$ cat config.mk
export PLATFORM = sky130hd
export DESIGN_NAME = ipvs_top
export DESIGN_NICKNAME = d
export VERILOG_FILES = /design/src/hw/ipvs_pkg.sv /design/src/hw/ipvs_arbiter.sv /design/src/hw/ipvs_fast_select.sv /design/src/hw/ipvs_top.sv
export SDC_FILE = /design/constraint.sdc
export NUM_CORES = 1
export LEC_CHECK = 0
export BUFFER_PORTS_ARGS = -buffer_cell sky130_fd_sc_hd__buf_2
export CAP_MARGIN = 10
export CORE_MARGIN = 2
export CORE_UTILIZATION = 35
export CTS_CLUSTER_DIAMETER = 80
export DETAILED_ROUTE_END_ITERATION = 8
export GPL_ROUTABILITY_DRIVEN = 1
export HOLD_SLACK_MARGIN = 0.03
export PLACE_DENSITY_LB_ADDON = 0.15
export SYNTH_ARGS = -nofsm -noshare
export SYNTH_HDL_FRONTEND = slang
export SYNTH_SLANG_ARGS = --single-unit
$ cat constraint.sdc
create_clock -name pclk -period 49.5 [get_ports pclk]
set_input_delay 4.95 -clock pclk [delete_from_list [all_inputs] [get_ports pclk]]
set_output_delay 4.95 -clock pclk [all_outputs]
set_load 0.005 [all_outputs]
$ cat src/hw/ipvs_pkg.sv
/*
 Constants of the interrupt priority and vector select block: register
 indices, field positions, reset values and source numbering.
 Assumes an APB bus with 32-bit data, one register per aligned word.
*/
package ipvs_pkg;
   localparam int NUM_SRC = 64;
   localparam int VEC_W   = 6;
   localparam int ADDR_W  = 12;

   // Register indices; byte address is four times the index
   localparam logic [9:0] IDX_PRIO1   = 10'h001;
   localparam logic [9:0] IDX_VBASE   = 10'h007;
   localparam logic [9:0] IDX_FMATCH0 = 10'h008;
   localparam logic [9:0] IDX_FMATCH1 = 10'h009;
   localparam logic [9:0] IDX_FADDR0L = 10'h00a;
   localparam logic [9:0] IDX_FADDR0H = 10'h00b;
   localparam logic [9:0] IDX_FADDR1L = 10'h00c;
   localparam logic [9:0] IDX_FADDR1H = 10'h00d;
   localparam logic [9:0] IDX_STATUS  = 10'h00e;

   // Priority register 1 field positions
   localparam int PORTD_LSB = 14;
   localparam int FBE_LSB   = 4;
   localparam int FCC_LSB   = 2;

   // Reset values
   localparam logic [15:0] PRIO1_RST     = 16'h0000;
   localparam logic [13:0] VBASE_RST_A   = 14'h0000;
   localparam logic [13:0] VBASE_RST_B   = 14'h0080;
   localparam logic [5:0]  FMATCH_RST    = 6'h00;
   localparam logic [20:0] FADDR_RST     = 21'h000000;

   // Vector numbers of the three documented sources
   localparam logic [5:0] VEC_PORTD = 6'h20;
   localparam logic [5:0] VEC_FBE   = 6'h21;
   localparam logic [5:0] VEC_FCC   = 6'h22;

   // Level codes
   localparam logic [1:0] CODE_OFF  = 2'h0;
   localparam logic [1:0] CODE_TOP  = 2'h3;

   typedef enum logic [1:0] {
      IPVS_IDLE,
      IPVS_ACCESS
   } ipvs_bus_state_t;
endpackage

$ cat src/hw/ipvs_arbiter.sv
/*
 Picks the winning ordinary request: highest level code, then lowest
 vector number. Sources with code 00 never win.
 Assumes codes are already resolved per source by the caller.
*/
`timescale 1ns/100ps
module ipvs_arbiter
   import ipvs_pkg::*;
(
   // Requests
   input  wire logic [ipvs_pkg::NUM_SRC-1:0]   req,
   input  wire logic [2*ipvs_pkg::NUM_SRC-1:0] code,
   // Result
   output logic                                found,
   output logic [ipvs_pkg::VEC_W-1:0]          win_vec,
   output logic [1:0]                          win_code
);
   always_comb begin
      found    = 1'b0;
      win_vec  = '0;
      win_code = CODE_OFF;
      // Downward scan with >= lets the lower number win a tie
      for (int i = NUM_SRC - 1; i >= 0; i--) begin
         if (req[i] && (code[2*i +: 2] != CODE_OFF) && (code[2*i +: 2] >= win_code)) begin
            found    = 1'b1;
            win_vec  = VEC_W'(i);
            win_code = code[2*i +: 2];
         end
      end
   end
endmodule // ipvs_arbiter

$ cat src/hw/ipvs_fast_select.sv
/*
 Checks the two fast-interrupt matches against pending, enabled
 requests and picks the fast one to serve.
 Assumes software has given each fast source level 2.
*/
`timescale 1ns/100ps
module ipvs_fast_select
   import ipvs_pkg::*;
(
   // Requests
   input  wire logic [ipvs_pkg::NUM_SRC-1:0]   req,
   input  wire logic [2*ipvs_pkg::NUM_SRC-1:0] code,
   // Matches and handler addresses
   input  wire logic [ipvs_pkg::VEC_W-1:0]     match0,
   input  wire logic [ipvs_pkg::VEC_W-1:0]     match1,
   input  wire logic [20:0]                    addr0,
   input  wire logic [20:0]                    addr1,
   // Result
   output logic                                hit,
   output logic [ipvs_pkg::VEC_W-1:0]          hit_vec,
   output logic [20:0]                         hit_addr
);
   wire logic live0 = req[match0] && (code[2*match0 +: 2] != CODE_OFF);
   wire logic live1 = req[match1] && (code[2*match1 +: 2] != CODE_OFF);

   assign hit      = live0 | live1;
   assign hit_vec  = live0 ? match0 : match1;
   assign hit_addr = live0 ? addr0 : addr1;
endmodule // ipvs_fast_select

$ cat src/hw/ipvs_top.sv
/*
 Interrupt priority and vector select: priority register for the port D
 and flash sources, vector base, two fast-interrupt matches, APB slave,
 and the registered vector presented to the core.
 Assumes requests and levels are synchronous to pclk; the core samples
 the vector outputs whenever irq_valid is high.
*/
`timescale 1ns/100ps
module ipvs_top
#(
   parameter bit ALT_VARIANT = 1'b0
)
(
   // Clock, reset, enable
   input  wire logic                               pclk,
   input  wire logic                               presetn,
   input  wire logic                               clk_en,
   // APB slave
   input  wire logic [ipvs_pkg::ADDR_W-1:0]        paddr,
   input  wire logic                               psel,
   input  wire logic                               penable,
   input  wire logic                               pwrite,
   input  wire logic [31:0]                        pwdata,
   output logic [31:0]                             prdata,
   output logic                                    pready,
   output logic                                    pslverr,
   // Interrupt sources
   input  wire logic [ipvs_pkg::NUM_SRC-1:0]       irq_req,
   input  wire logic [2*ipvs_pkg::NUM_SRC-1:0]     irq_src_level,
   // To the core
   output logic [20:0]                             vector_address_bus,
   output logic                                    irq_valid,
   output logic [1:0]                              irq_level,
   output logic                                    irq_fast
);
   import ipvs_pkg::*;

   localparam logic [13:0] VBASE_RST = ALT_VARIANT ? VBASE_RST_B : VBASE_RST_A;

   // Register state
   logic [15:0]       source_priority_reg_1;
   logic [13:0]       vector_base_reg;
   logic [VEC_W-1:0]  fast_irq_match_0;
   logic [VEC_W-1:0]  fast_irq_match_1_reg;
   logic [20:0]       fast_addr_0_reg;
   logic [20:0]       fast_addr_1_reg;

   // Bus state
   ipvs_bus_state_t   bus_reg;
   ipvs_bus_state_t   bus_next;
   logic [31:0]       prdata_reg;
   logic              pready_reg;
   logic              pslverr_reg;

   // Core-side outputs
   logic [20:0]       vaddr_reg;
   logic              valid_reg;
   logic [1:0]        level_reg;
   logic              fast_reg;

   // Level fields of priority register 1
   wire logic [1:0] port_d_irq_level          = source_priority_reg_1[PORTD_LSB +: 2];
   wire logic [1:0] flash_buffers_empty_level = source_priority_reg_1[FBE_LSB +: 2];
   wire logic [1:0] flash_cmd_done_level      = source_priority_reg_1[FCC_LSB +: 2];

   // Per-source level codes: documented sources from the register
   logic [2*NUM_SRC-1:0] src_code;
   genvar g;
   generate
      for (g = 0; g < NUM_SRC; g++) begin : g_code
         if (g == int'(VEC_PORTD)) begin : g_pd
            assign src_code[2*g +: 2] = port_d_irq_level;
         end else if (g == int'(VEC_FBE)) begin : g_fbe
            assign src_code[2*g +: 2] = flash_buffers_empty_level;
         end else if (g == int'(VEC_FCC)) begin : g_fcc
            assign src_code[2*g +: 2] = flash_cmd_done_level;
         end else begin : g_ext
            assign src_code[2*g +: 2] = irq_src_level[2*g +: 2];
         end
      end
   endgenerate

   // Arbitration
   logic              norm_found;
   logic [VEC_W-1:0]  norm_vec;
   logic [1:0]        norm_code;
   logic              fast_hit;
   logic [VEC_W-1:0]  fast_vec;
   logic [20:0]       fast_addr;

   ipvs_arbiter u_arb (
      .req      (irq_req),
      .code     (src_code),
      .found    (norm_found),
      .win_vec  (norm_vec),
      .win_code (norm_code)
   );

   ipvs_fast_select u_fast (
      .req      (irq_req),
      .code     (src_code),
      .match0   (fast_irq_match_0),
      .match1   (fast_irq_match_1_reg),
      .addr0    (fast_addr_0_reg),
      .addr1    (fast_addr_1_reg),
      .hit      (fast_hit),
      .hit_vec  (fast_vec),
      .hit_addr (fast_addr)
   );

   // Fast request pre-empts the whole ordinary arbitration
   wire logic        any_req   = fast_hit | norm_found;
   wire logic [20:0] table_vaddr = {vector_base_reg, norm_vec, 1'b0};
   wire logic [20:0] vaddr_next  = fast_hit ? fast_addr : table_vaddr;
   wire logic [1:0]  lvl_next  = fast_hit ? 2'h2 : (norm_code - 2'h1);
   wire logic [VEC_W-1:0] cur_vec = fast_hit ? fast_vec : norm_vec;

   // Address decode
   wire logic [9:0] idx      = paddr[ADDR_W-1:2];
   wire logic       setup    = psel & ~penable;
   wire logic       wr_go    = psel & penable & pwrite & pready_reg;
   wire logic       hit_pr1  = (idx == IDX_PRIO1);
   wire logic       hit_vb   = (idx == IDX_VBASE);
   wire logic       hit_fm0  = (idx == IDX_FMATCH0);
   wire logic       hit_fm1  = (idx == IDX_FMATCH1);
   wire logic       hit_f0l  = (idx == IDX_FADDR0L);
   wire logic       hit_f0h  = (idx == IDX_FADDR0H);
   wire logic       hit_f1l  = (idx == IDX_FADDR1L);
   wire logic       hit_f1h  = (idx == IDX_FADDR1H);
   wire logic       hit_st   = (idx == IDX_STATUS);
   wire logic       mapped   = hit_pr1 | hit_vb | hit_fm0 | hit_fm1 | hit_f0l | hit_f0h
                               | hit_f1l | hit_f1h | hit_st;
   wire logic       wr_ok    = wr_go & (paddr[1:0] == 2'b00);
   wire logic       bad_acc  = ~mapped | (paddr[1:0] != 2'b00) | (pwrite & hit_st);
   wire logic       answer   = setup & (bus_reg == IPVS_IDLE);

   // Per-register write strobes
   wire logic       wr_pr1   = wr_ok & hit_pr1;
   wire logic       wr_vb    = wr_ok & hit_vb;
   wire logic       wr_fm0   = wr_ok & hit_fm0;
   wire logic       wr_fm1   = wr_ok & hit_fm1;
   wire logic       wr_f0l   = wr_ok & hit_f0l;
   wire logic       wr_f0h   = wr_ok & hit_f0h;
   wire logic       wr_f1l   = wr_ok & hit_f1l;
   wire logic       wr_f1h   = wr_ok & hit_f1h;

   // Read mux; reserved bits read zero
   logic [31:0] rd_mux;
   always_comb begin
      rd_mux = 32'h0000_0000;
      if (hit_pr1) begin
         rd_mux[15:0] = source_priority_reg_1 & 16'hc03c;
      end else if (hit_vb) begin
         rd_mux[13:0] = vector_base_reg;
      end else if (hit_fm0) begin
         rd_mux[5:0] = fast_irq_match_0;
      end else if (hit_fm1) begin
         rd_mux[5:0] = fast_irq_match_1_reg;
      end else if (hit_f0l) begin
         rd_mux[15:0] = fast_addr_0_reg[15:0];
      end else if (hit_f0h) begin
         rd_mux[4:0] = fast_addr_0_reg[20:16];
      end else if (hit_f1l) begin
         rd_mux[15:0] = fast_addr_1_reg[15:0];
      end else if (hit_f1h) begin
         rd_mux[4:0] = fast_addr_1_reg[20:16];
      end else if (hit_st) begin
         rd_mux[10:0] = {fast_reg, valid_reg, level_reg, cur_vec, 1'b0};
      end
   end

   // Bus sequencer: no wait state, answer in the first access cycle
   always_comb begin
      bus_next = bus_reg;
      case (bus_reg)
         IPVS_IDLE:   if (setup) bus_next = IPVS_ACCESS;
         IPVS_ACCESS: if (psel & penable & pready_reg) bus_next = IPVS_IDLE;
         default:     bus_next = IPVS_IDLE;
      endcase
   end

   always_ff @(posedge pclk or negedge presetn) begin
      if (!presetn) begin
         bus_reg <= IPVS_IDLE;
      end else if (clk_en) begin
         bus_reg <= bus_next;
      end
   end

   // One-cycle answer, error flag alongside it
   always_ff @(posedge pclk or negedge presetn) begin
      if (!presetn) begin
         pready_reg  <= 1'b0;
         pslverr_reg <= 1'b0;
      end else if (clk_en) begin
         pready_reg  <= answer;
         pslverr_reg <= answer & bad_acc;
      end
   end

   // Read data taken at the setup edge so it stands with pready
   always_ff @(posedge pclk or negedge presetn) begin
      if (!presetn) begin
         prdata_reg <= 32'h0000_0000;
      end else if (clk_en && setup && !pwrite) begin
         prdata_reg <= rd_mux;
      end
   end

   // Registers steered by software, one short process each
   always_ff @(posedge pclk or negedge presetn) begin
      if (!presetn) begin
         source_priority_reg_1 <= PRIO1_RST;
      end else if (clk_en && wr_pr1) begin
         // Reserved bits are dropped so they always read zero
         source_priority_reg_1 <= pwdata[15:0] & 16'hc03c;
      end
   end

   always_ff @(posedge pclk or negedge presetn) begin
      if (!presetn) begin
         vector_base_reg <= VBASE_RST;
      end else if (clk_en && wr_vb) begin
         vector_base_reg <= pwdata[13:0];
      end
   end

   always_ff @(posedge pclk or negedge presetn) begin
      if (!presetn) begin
         fast_irq_match_0 <= FMATCH_RST;
      end else if (clk_en && wr_fm0) begin
         fast_irq_match_0 <= pwdata[5:0];
      end
   end

   always_ff @(posedge pclk or negedge presetn) begin
      if (!presetn) begin
         fast_irq_match_1_reg <= FMATCH_RST;
      end else if (clk_en && wr_fm1) begin
         fast_irq_match_1_reg <= pwdata[5:0];
      end
   end

   // Each half of a handler address lands on its own write
   always_ff @(posedge pclk or negedge presetn) begin
      if (!presetn) begin
         fast_addr_0_reg <= FADDR_RST;
      end else if (clk_en) begin
         if (wr_f0l) begin
            fast_addr_0_reg[15:0] <= pwdata[15:0];
         end else if (wr_f0h) begin
            fast_addr_0_reg[20:16] <= pwdata[4:0];
         end
      end
   end

   always_ff @(posedge pclk or negedge presetn) begin
      if (!presetn) begin
         fast_addr_1_reg <= FADDR_RST;
      end else if (clk_en) begin
         if (wr_f1l) begin
            fast_addr_1_reg[15:0] <= pwdata[15:0];
         end else if (wr_f1h) begin
            fast_addr_1_reg[20:16] <= pwdata[4:0];
         end
      end
   end

   // Vector presented to the core, registered
   always_ff @(posedge pclk or negedge presetn) begin
      if (!presetn) begin
         valid_reg <= 1'b0;
         fast_reg  <= 1'b0;
      end else if (clk_en) begin
         valid_reg <= any_req;
         fast_reg  <= fast_hit;
      end
   end

   // Address and level keep their last value while nothing is pending
   always_ff @(posedge pclk or negedge presetn) begin
      if (!presetn) begin
         vaddr_reg <= 21'h000000;
         level_reg <= 2'h0;
      end else if (clk_en && any_req) begin
         vaddr_reg <= vaddr_next;
         level_reg <= lvl_next;
      end
   end

   assign prdata             = prdata_reg;
   assign pready             = pready_reg;
   assign pslverr            = pslverr_reg;
   assign vector_address_bus = vaddr_reg;
   assign irq_valid          = valid_reg;
   assign irq_level          = level_reg;
   assign irq_fast           = fast_reg;
endmodule // ipvs_top

[Word-level counts from Yosys, hierarchy flattened]
Cells that the tools add are included.
Storage, ports and cells
  input bits: 242
  word-level logic and storage cells: 569
  output and inout port bits: 59
  register bits: 119
Cells by class
  reduce and logical (&&, ||, !) cells: 212
  magnitude comparators: 66
  equal/unequal tests: 12
  add/subtract/negate cells: 1
  shifts and indexed selects: 2
  multiplexer cells: 227
  bitwise logic cells: 33
Operators with widths (count)
  2-to-1 mux 6 bit: 69
  variable part select 128 x 8 -> 2 bit: 2
  logical AND 1 bit: 137
  2-to-1 mux 2 bit: 68
  nonzero test 2 bit: 67
  greater-or-equal comparator 2 bit: 63
  2-to-1 mux 11 bit: 11
  == test 10 x 4 -> 1 bit, second input constant: 7
  2-to-1 mux 1 bit: 66
  2-to-1 mux 21 bit: 2
  2-to-1 mux 16 bit: 2
  2-to-1 mux 10 bit: 2
  bitwise AND 1 bit: 17
  2-to-1 mux 5 bit: 3
  < comparator 6 x 7 -> 1 bit, second input constant: 2
  2-to-1 mux 14 bit: 1
  binary-select mux 1 bit (select 6 bit): 2
  bitwise OR 1 bit: 12
  == test 10 x 1 -> 1 bit, second input constant: 1
  == test 10 x 3 -> 1 bit, second input constant: 1
  AND reduction 3 bit: 3
  logical NOT 2 bit: 2
  != test 2 bit, second input constant: 2
  NOT 1 bit: 4
  6 further kinds: 7

[Longest topological paths before layout]
  word-level depth: 211
  gate-level depth with buffers: 413
  depth with buffers taken out: 413

[Modules after synthesis]
From an unflattened synthesis, not the netlist that was laid out.
Second synthesis, totals
  cell total of the unflattened synthesis: 1858
  area, all modules: 14675.3 µm²
Modules (own cells, without submodules)
  ipvs_arbiter: seq. area each 0.0 µm², instances 1, area each 6257.3 µm², cells each 989
  ipvs_top: seq. area each 2952.8 µm², instances 1, area each 5750.5 µm², cells each 508
  ipvs_fast_select: seq. area each 0.0 µm², instances 1, area each 2667.6 µm², cells each 361

[Least setup slack after synthesis]
OpenSTA, ideal clock, no wires.
  path kind: input -> register
  start: in irq_req[63] (netlist name)
  end: reg vaddr_reg[2] (netlist: vector_address_bus[2])
  stages: 394
  data required time: 49.379 ns
  slack: -25.438 ns
  arrival: 74.817 ns
  library setup time: 0.121 ns
  path buffers: 1
  cells stage by stage: and2_1 -> ha_1 -> nand2b_4 -> a21o_1 -> a32o_1 -> ha_1 -> nand2b_1 -> maj3_1 -> a32o_1 -> ha_1 -> nand2b_1 -> maj3_1 -> and3_1 -> a21o_1 -> ha_1 -> nand2b_1 -> o211ai_1 -> nand2_1 -> [... 358 more ...] -> nand2b_1 -> o22ai_1 -> a21oi_2 -> ha_1 -> nand2b_1 -> a21oi_1 -> or2_2 -> a22o_1 -> ha_1 -> nand2b_1 -> a21oi_1 -> nor2_1 -> nor2_1 -> o211ai_1 -> o41ai_4 -> buf_2 -> a21oi_1 -> a22o_1
On the way
  word-level cells in the longest chain between the ends: 194
  elaborated cells on any way between the ends: 330
  those cells by class: order compare: 63; mux: 197; bitwise: 2; reduce/logical: 68
RTL lines
  start, declared: RTL line ipvs_top.sv:28  | input wire logic [ipvs_pkg::NUM_SRC-1:0] irq_req,
  logical AND 1 bit (2 in a row): RTL line ipvs_arbiter.sv:24  | if (req[i] && (code[2*i +: 2] != CODE_OFF) && (code[2*i +: 2] >= win_code)) begin
  2-to-1 mux 2 bit: RTL line ipvs_arbiter.sv:24
  greater-or-equal comparator 2 bit: RTL line ipvs_arbiter.sv:24
  logical AND 1 bit: RTL line ipvs_arbiter.sv:24
  2-to-1 mux 2 bit: RTL line ipvs_arbiter.sv:24
  greater-or-equal comparator 2 bit: RTL line ipvs_arbiter.sv:24
  logical AND 1 bit: RTL line ipvs_arbiter.sv:24
  2-to-1 mux 2 bit: RTL line ipvs_arbiter.sv:24
  [... 177 more ...]
  greater-or-equal comparator 2 bit: RTL line ipvs_arbiter.sv:24
  logical AND 1 bit: RTL line ipvs_arbiter.sv:24
  2-to-1 mux 2 bit: RTL line ipvs_arbiter.sv:24
  greater-or-equal comparator 2 bit: RTL line ipvs_arbiter.sv:24
  logical AND 1 bit: RTL line ipvs_arbiter.sv:24
  2-to-1 mux 1 bit: RTL line ipvs_arbiter.sv:24
  bitwise OR 1 bit: RTL line ipvs_top.sv:112  | wire logic any_req = fast_hit | norm_found;
  logical AND 1 bit: RTL line ipvs_top.sv:285  | end else if (clk_en && any_req) begin
  end signal, assigned: RTL line ipvs_top.sv:286  | vaddr_reg <= vaddr_next;
  end, declared: RTL line ipvs_top.sv:56  | logic [20:0] vaddr_reg;
Parallel ways exist; a longest one is shown, timed or not. The select of a mux whose other input is x is not followed.
A chain may end at the register's enable or synchronous reset.

[Worst setup path after layout]
  start: in irq_req[63] (netlist name)
  end: reg vaddr_reg[5] (netlist: vector_address_bus[5])
The elaborated chain is that of the path after synthesis.

==> results by group <==
Logic synthesis
  – Avg Inst Size Synth: between 7 and 8 um2
  – Synth async-reset ratio: 100%
  – Yosys top cell by area: dfrtp_1
  – Post-synthesis sequential area ratio: 21.6%
  – Unique masters post-synth: slightly below 100
  – Synth top area cells: dfrtp_1 22%, mux4_2 6.4%, ha_1 6.0%
  – #FFs+latches synth: around 120
  – Top cells by count, synth: 213 x nand2_1, 132 x o21ai_0, 124 x a21oi_1
  – YS warnings: 0
  – Post-synth top area share: 21.6%
  – Top_reg_cell synth: dfrtp_1
  – Mapped Cells: about 1700
  – Mapped cell area: roughly 0.014 mm2
  – Most frequent cell after synthesis: nand2_1
  – Post-synth EDFFs: 0

Timing
  – Final Hold Vio Count: 0
  – Post-route minimum period: around 73 ns
  – Worst clock skew: between 0.005 and 0.006 ns
  – # setup viols final: 30
  – Fmax: 13.8 MHz
  – Max Slew Vio Count: 0
  – Worst-margin pin slew: roughly 1.2 ns
  – Setup WS post-layout: -23.04 ns
  – Tcrit/Tclk final: 147%
  – RSZ-0062 raised after global routing: yes
  – Worst slew margin: a little over a fifth

CTS
  – Hold-fix buffers, CTS: 0
  – CTS root buffer: clkbuf_16
  – Cts bufs inserted: 17
  – Reg clk slew, reported paths: roughly 0.05 ns
  – CTS Buffer Depth: 2
  – Clk_lat worst skew: ~0.42 ns
  – CTS tree: yes
  – CTS sink cnt: about 120
  – H-tree depth: 4

Worst setup path
  – Critical path's top delay family: compound AO/OA/AOI/OAI gates
  – CP Max Fanout: 4
  – Buf/Inv on CP: 11
  – Critical Path Start Type: input port
  – Crit. End Element: flop
  – Crit Path Class: input port to flop
  – Critical path's most frequent cell: nand2b_4
  – Slowest cell on the critical path: or3_4
  – Worst EP required: approximately 50 ns
  – Critical Path Max Stage Delay: 0.39 ns
  – Worst path arrival time: approximately 73 ns

Global route
  – GRT Total Usage: a little over a quarter
  – Initial antenna violation count: 12
  – Top Usage Layer GRT: met2
  – Largest net degree at the start of global routing: 73
  – Overflow after GRT: 0
  – First-pass GRT wire length: 86200 um
  – Grt met3 use: under 10%
  – Met2 Use GR: a little under half
  – M1 GR Usage: about a third
  – Vias in the first global route: around 16000

Power
  – Leakage power: between 10 and 15 nW
  – Pwr Total: 0.499 mW
  – Max VDD drop: a little over 0.00002 V
  – Pwr Density: ~23 mW/mm2

Final layout
  – Multi-input logic area: 0.0124 mm2
  – Post-layout util: a little under three fifths
  – Area Growth Syn to Fin: 61.2%
  – Reg area: between 0.002 and 0.003 mm2
  – FILL cells: between 3000 and 4000
  – Finished Cell Area: roughly 0.022 mm2
  – Layout cells sized above 1: between 50% and 60%
  – Final Net Count: about 2700

Die
  – Die W: slightly above 200 um
  – Die Height: just over 200 um
  – Die area: around 0.041 mm2
  – Initial core utilization: between 30% and 40%
  – Core footprint: approximately 0.039 mm2
  – IO Pins: between 300 and 400
  – Core Rows: about 70

Route
  – DR vias/cell: 5.66
  – Final ANT Viol Nets: 0
  – Detailed Route Iter0 Violations: 1298
  – Drt wl/cell: roughly 19 um
  – # DRC: 0
  – Vias: between 15000 and 20000
  – Pre-antenna DRT Iters: 5
  – Final WL: approximately 57000 um

Job
  – Max_cap viols: 0

Status
  – Failing checks: setup timing
  – Status: finished with violations

Placement
  – Area of placed instances: between 0.015 and 0.02 mm2
  – Post-DP HPWL: 43900 um
  – Routability cong.: ~0.94
  – Port bufs: 262

Hold path
  – HP Class: flop to flop
[cell type report]
class | count | share of cell area, %
antenna | 6 | 0.0682
clock buffer | 18 | 2.00
clock inverter | 14 | 1.15
inverter | 115 | 1.96
multi-input combinational | 1438 | 56.3
sequential | 118 | 13.4
tap | 518 | 2.95
timing repair buffer | 716 | 22.1
[repair_timing]
action | in CTS | in global routing
setup buffers | 37 | 76
endpoints found under the setup margin | 30 | 30
pin swaps | 47 | 208
resized for setup | 42 | 188
cloned | 1 | 3
[per-layer routing]
layer,vias up,share of wire [%]
li1,7856,-
met1,8129,43
met2,563,49
met3,108,5.8
met4,12,2.3
met5,-,0.15
[layout by cell type (no fill, tap or decap), drive strengths merged, types with 10 or more instances in the layout]
| master | Yosys | layout |
|---|---|---|
| nand2 | 214 | 214 |
| mux4 | 39 | 39 |
| a21o | 21 | 21 |
| a211oi | 17 | 17 |
| inv | 114 | 114 |
| nand2b | 79 | 79 |
| mux2 | 72 | 72 |
| conb | 1 | 16 |
| o21ai | 160 | 160 |
| a21oi | 126 | 126 |
| a21boi | 11 | 11 |
| a32oi | 10 | 10 |
| and3 | 22 | 22 |
| a222oi | 13 | 13 |
| maj3 | 16 | 16 |
| dfrtp | 118 | 118 |
| buf | 30 | 714 |
| nor2 | 100 | 100 |
| nand3 | 53 | 53 |
| nand4 | 24 | 24 |
| o211ai | 20 | 20 |
| nor3 | 34 | 34 |
| clkbuf | 42 | 20 |
| nor2b | 30 | 30 |
| a221oi | 13 | 13 |
| o31ai | 11 | 11 |
| a22oi | 15 | 15 |
| and2 | 33 | 33 |
| ha | 66 | 66 |
| o21a | 17 | 17 |
| a31oi | 25 | 25 |
[per-stage QoR]
step	setup TNS [ns]	hold slack, ns	std cells	setup slack [ns]
after floorplan	-638.84	0.451	1743	-21.45
after global placement	-696.21	0.459	2791	-23.37
after detailed placement	-739.21	0.466	2791	-24.80
after CTS	-695.05	0.478	2861	-23.34
after global routing	-781.78	0.501	2941	-26.18
final	-687.91	0.471	2943	-23.04
[cell families after synthesis]
family,share of synthesized area [%]
AO/OA/AOI/OAI,28.3
adder cells (fa/ha/maj),7.23
buffers and inverters,5.92
flip-flops,21.6
multiplexers,13.1
other,0.0275
AND/OR/NAND/NOR,23.8
[path summary, 6_finish.rpt]
check / endpoint / depth (start not counted) / slack, ns / from
min: vector_address_bus[5] / 1 / 0.47 / vector_address_bus[5]
max: vector_address_bus[5] / 406 / -23.04 / irq_req[63]
min in group asynchronous: vector_address_bus[9] / 1 / 4.54 / presetn
min reg2reg: vector_address_bus[5] / 1 / 0.47 / vector_address_bus[5]
max reg2reg: vector_address_bus[5] / 234 / 9.90 / source_priority_reg_1[2]
max in group asynchronous: fast_irq_match_1_reg[5] / 2 / 43.57 / presetn
[power by group]
part | leakage [nW] | internal (mW) | switching [mW] | total [mW]
clock | 0.336 | 0.100 | 0.0452 | 0.146
sequential | 1.54 | 0.0999 | 0.00339 | 0.103
combinational | 8.32 | 0.135 | 0.116 | 0.251
total | 10.2 | 0.335 | 0.164 | 0.499
Power figures use the tool's default switching activity.
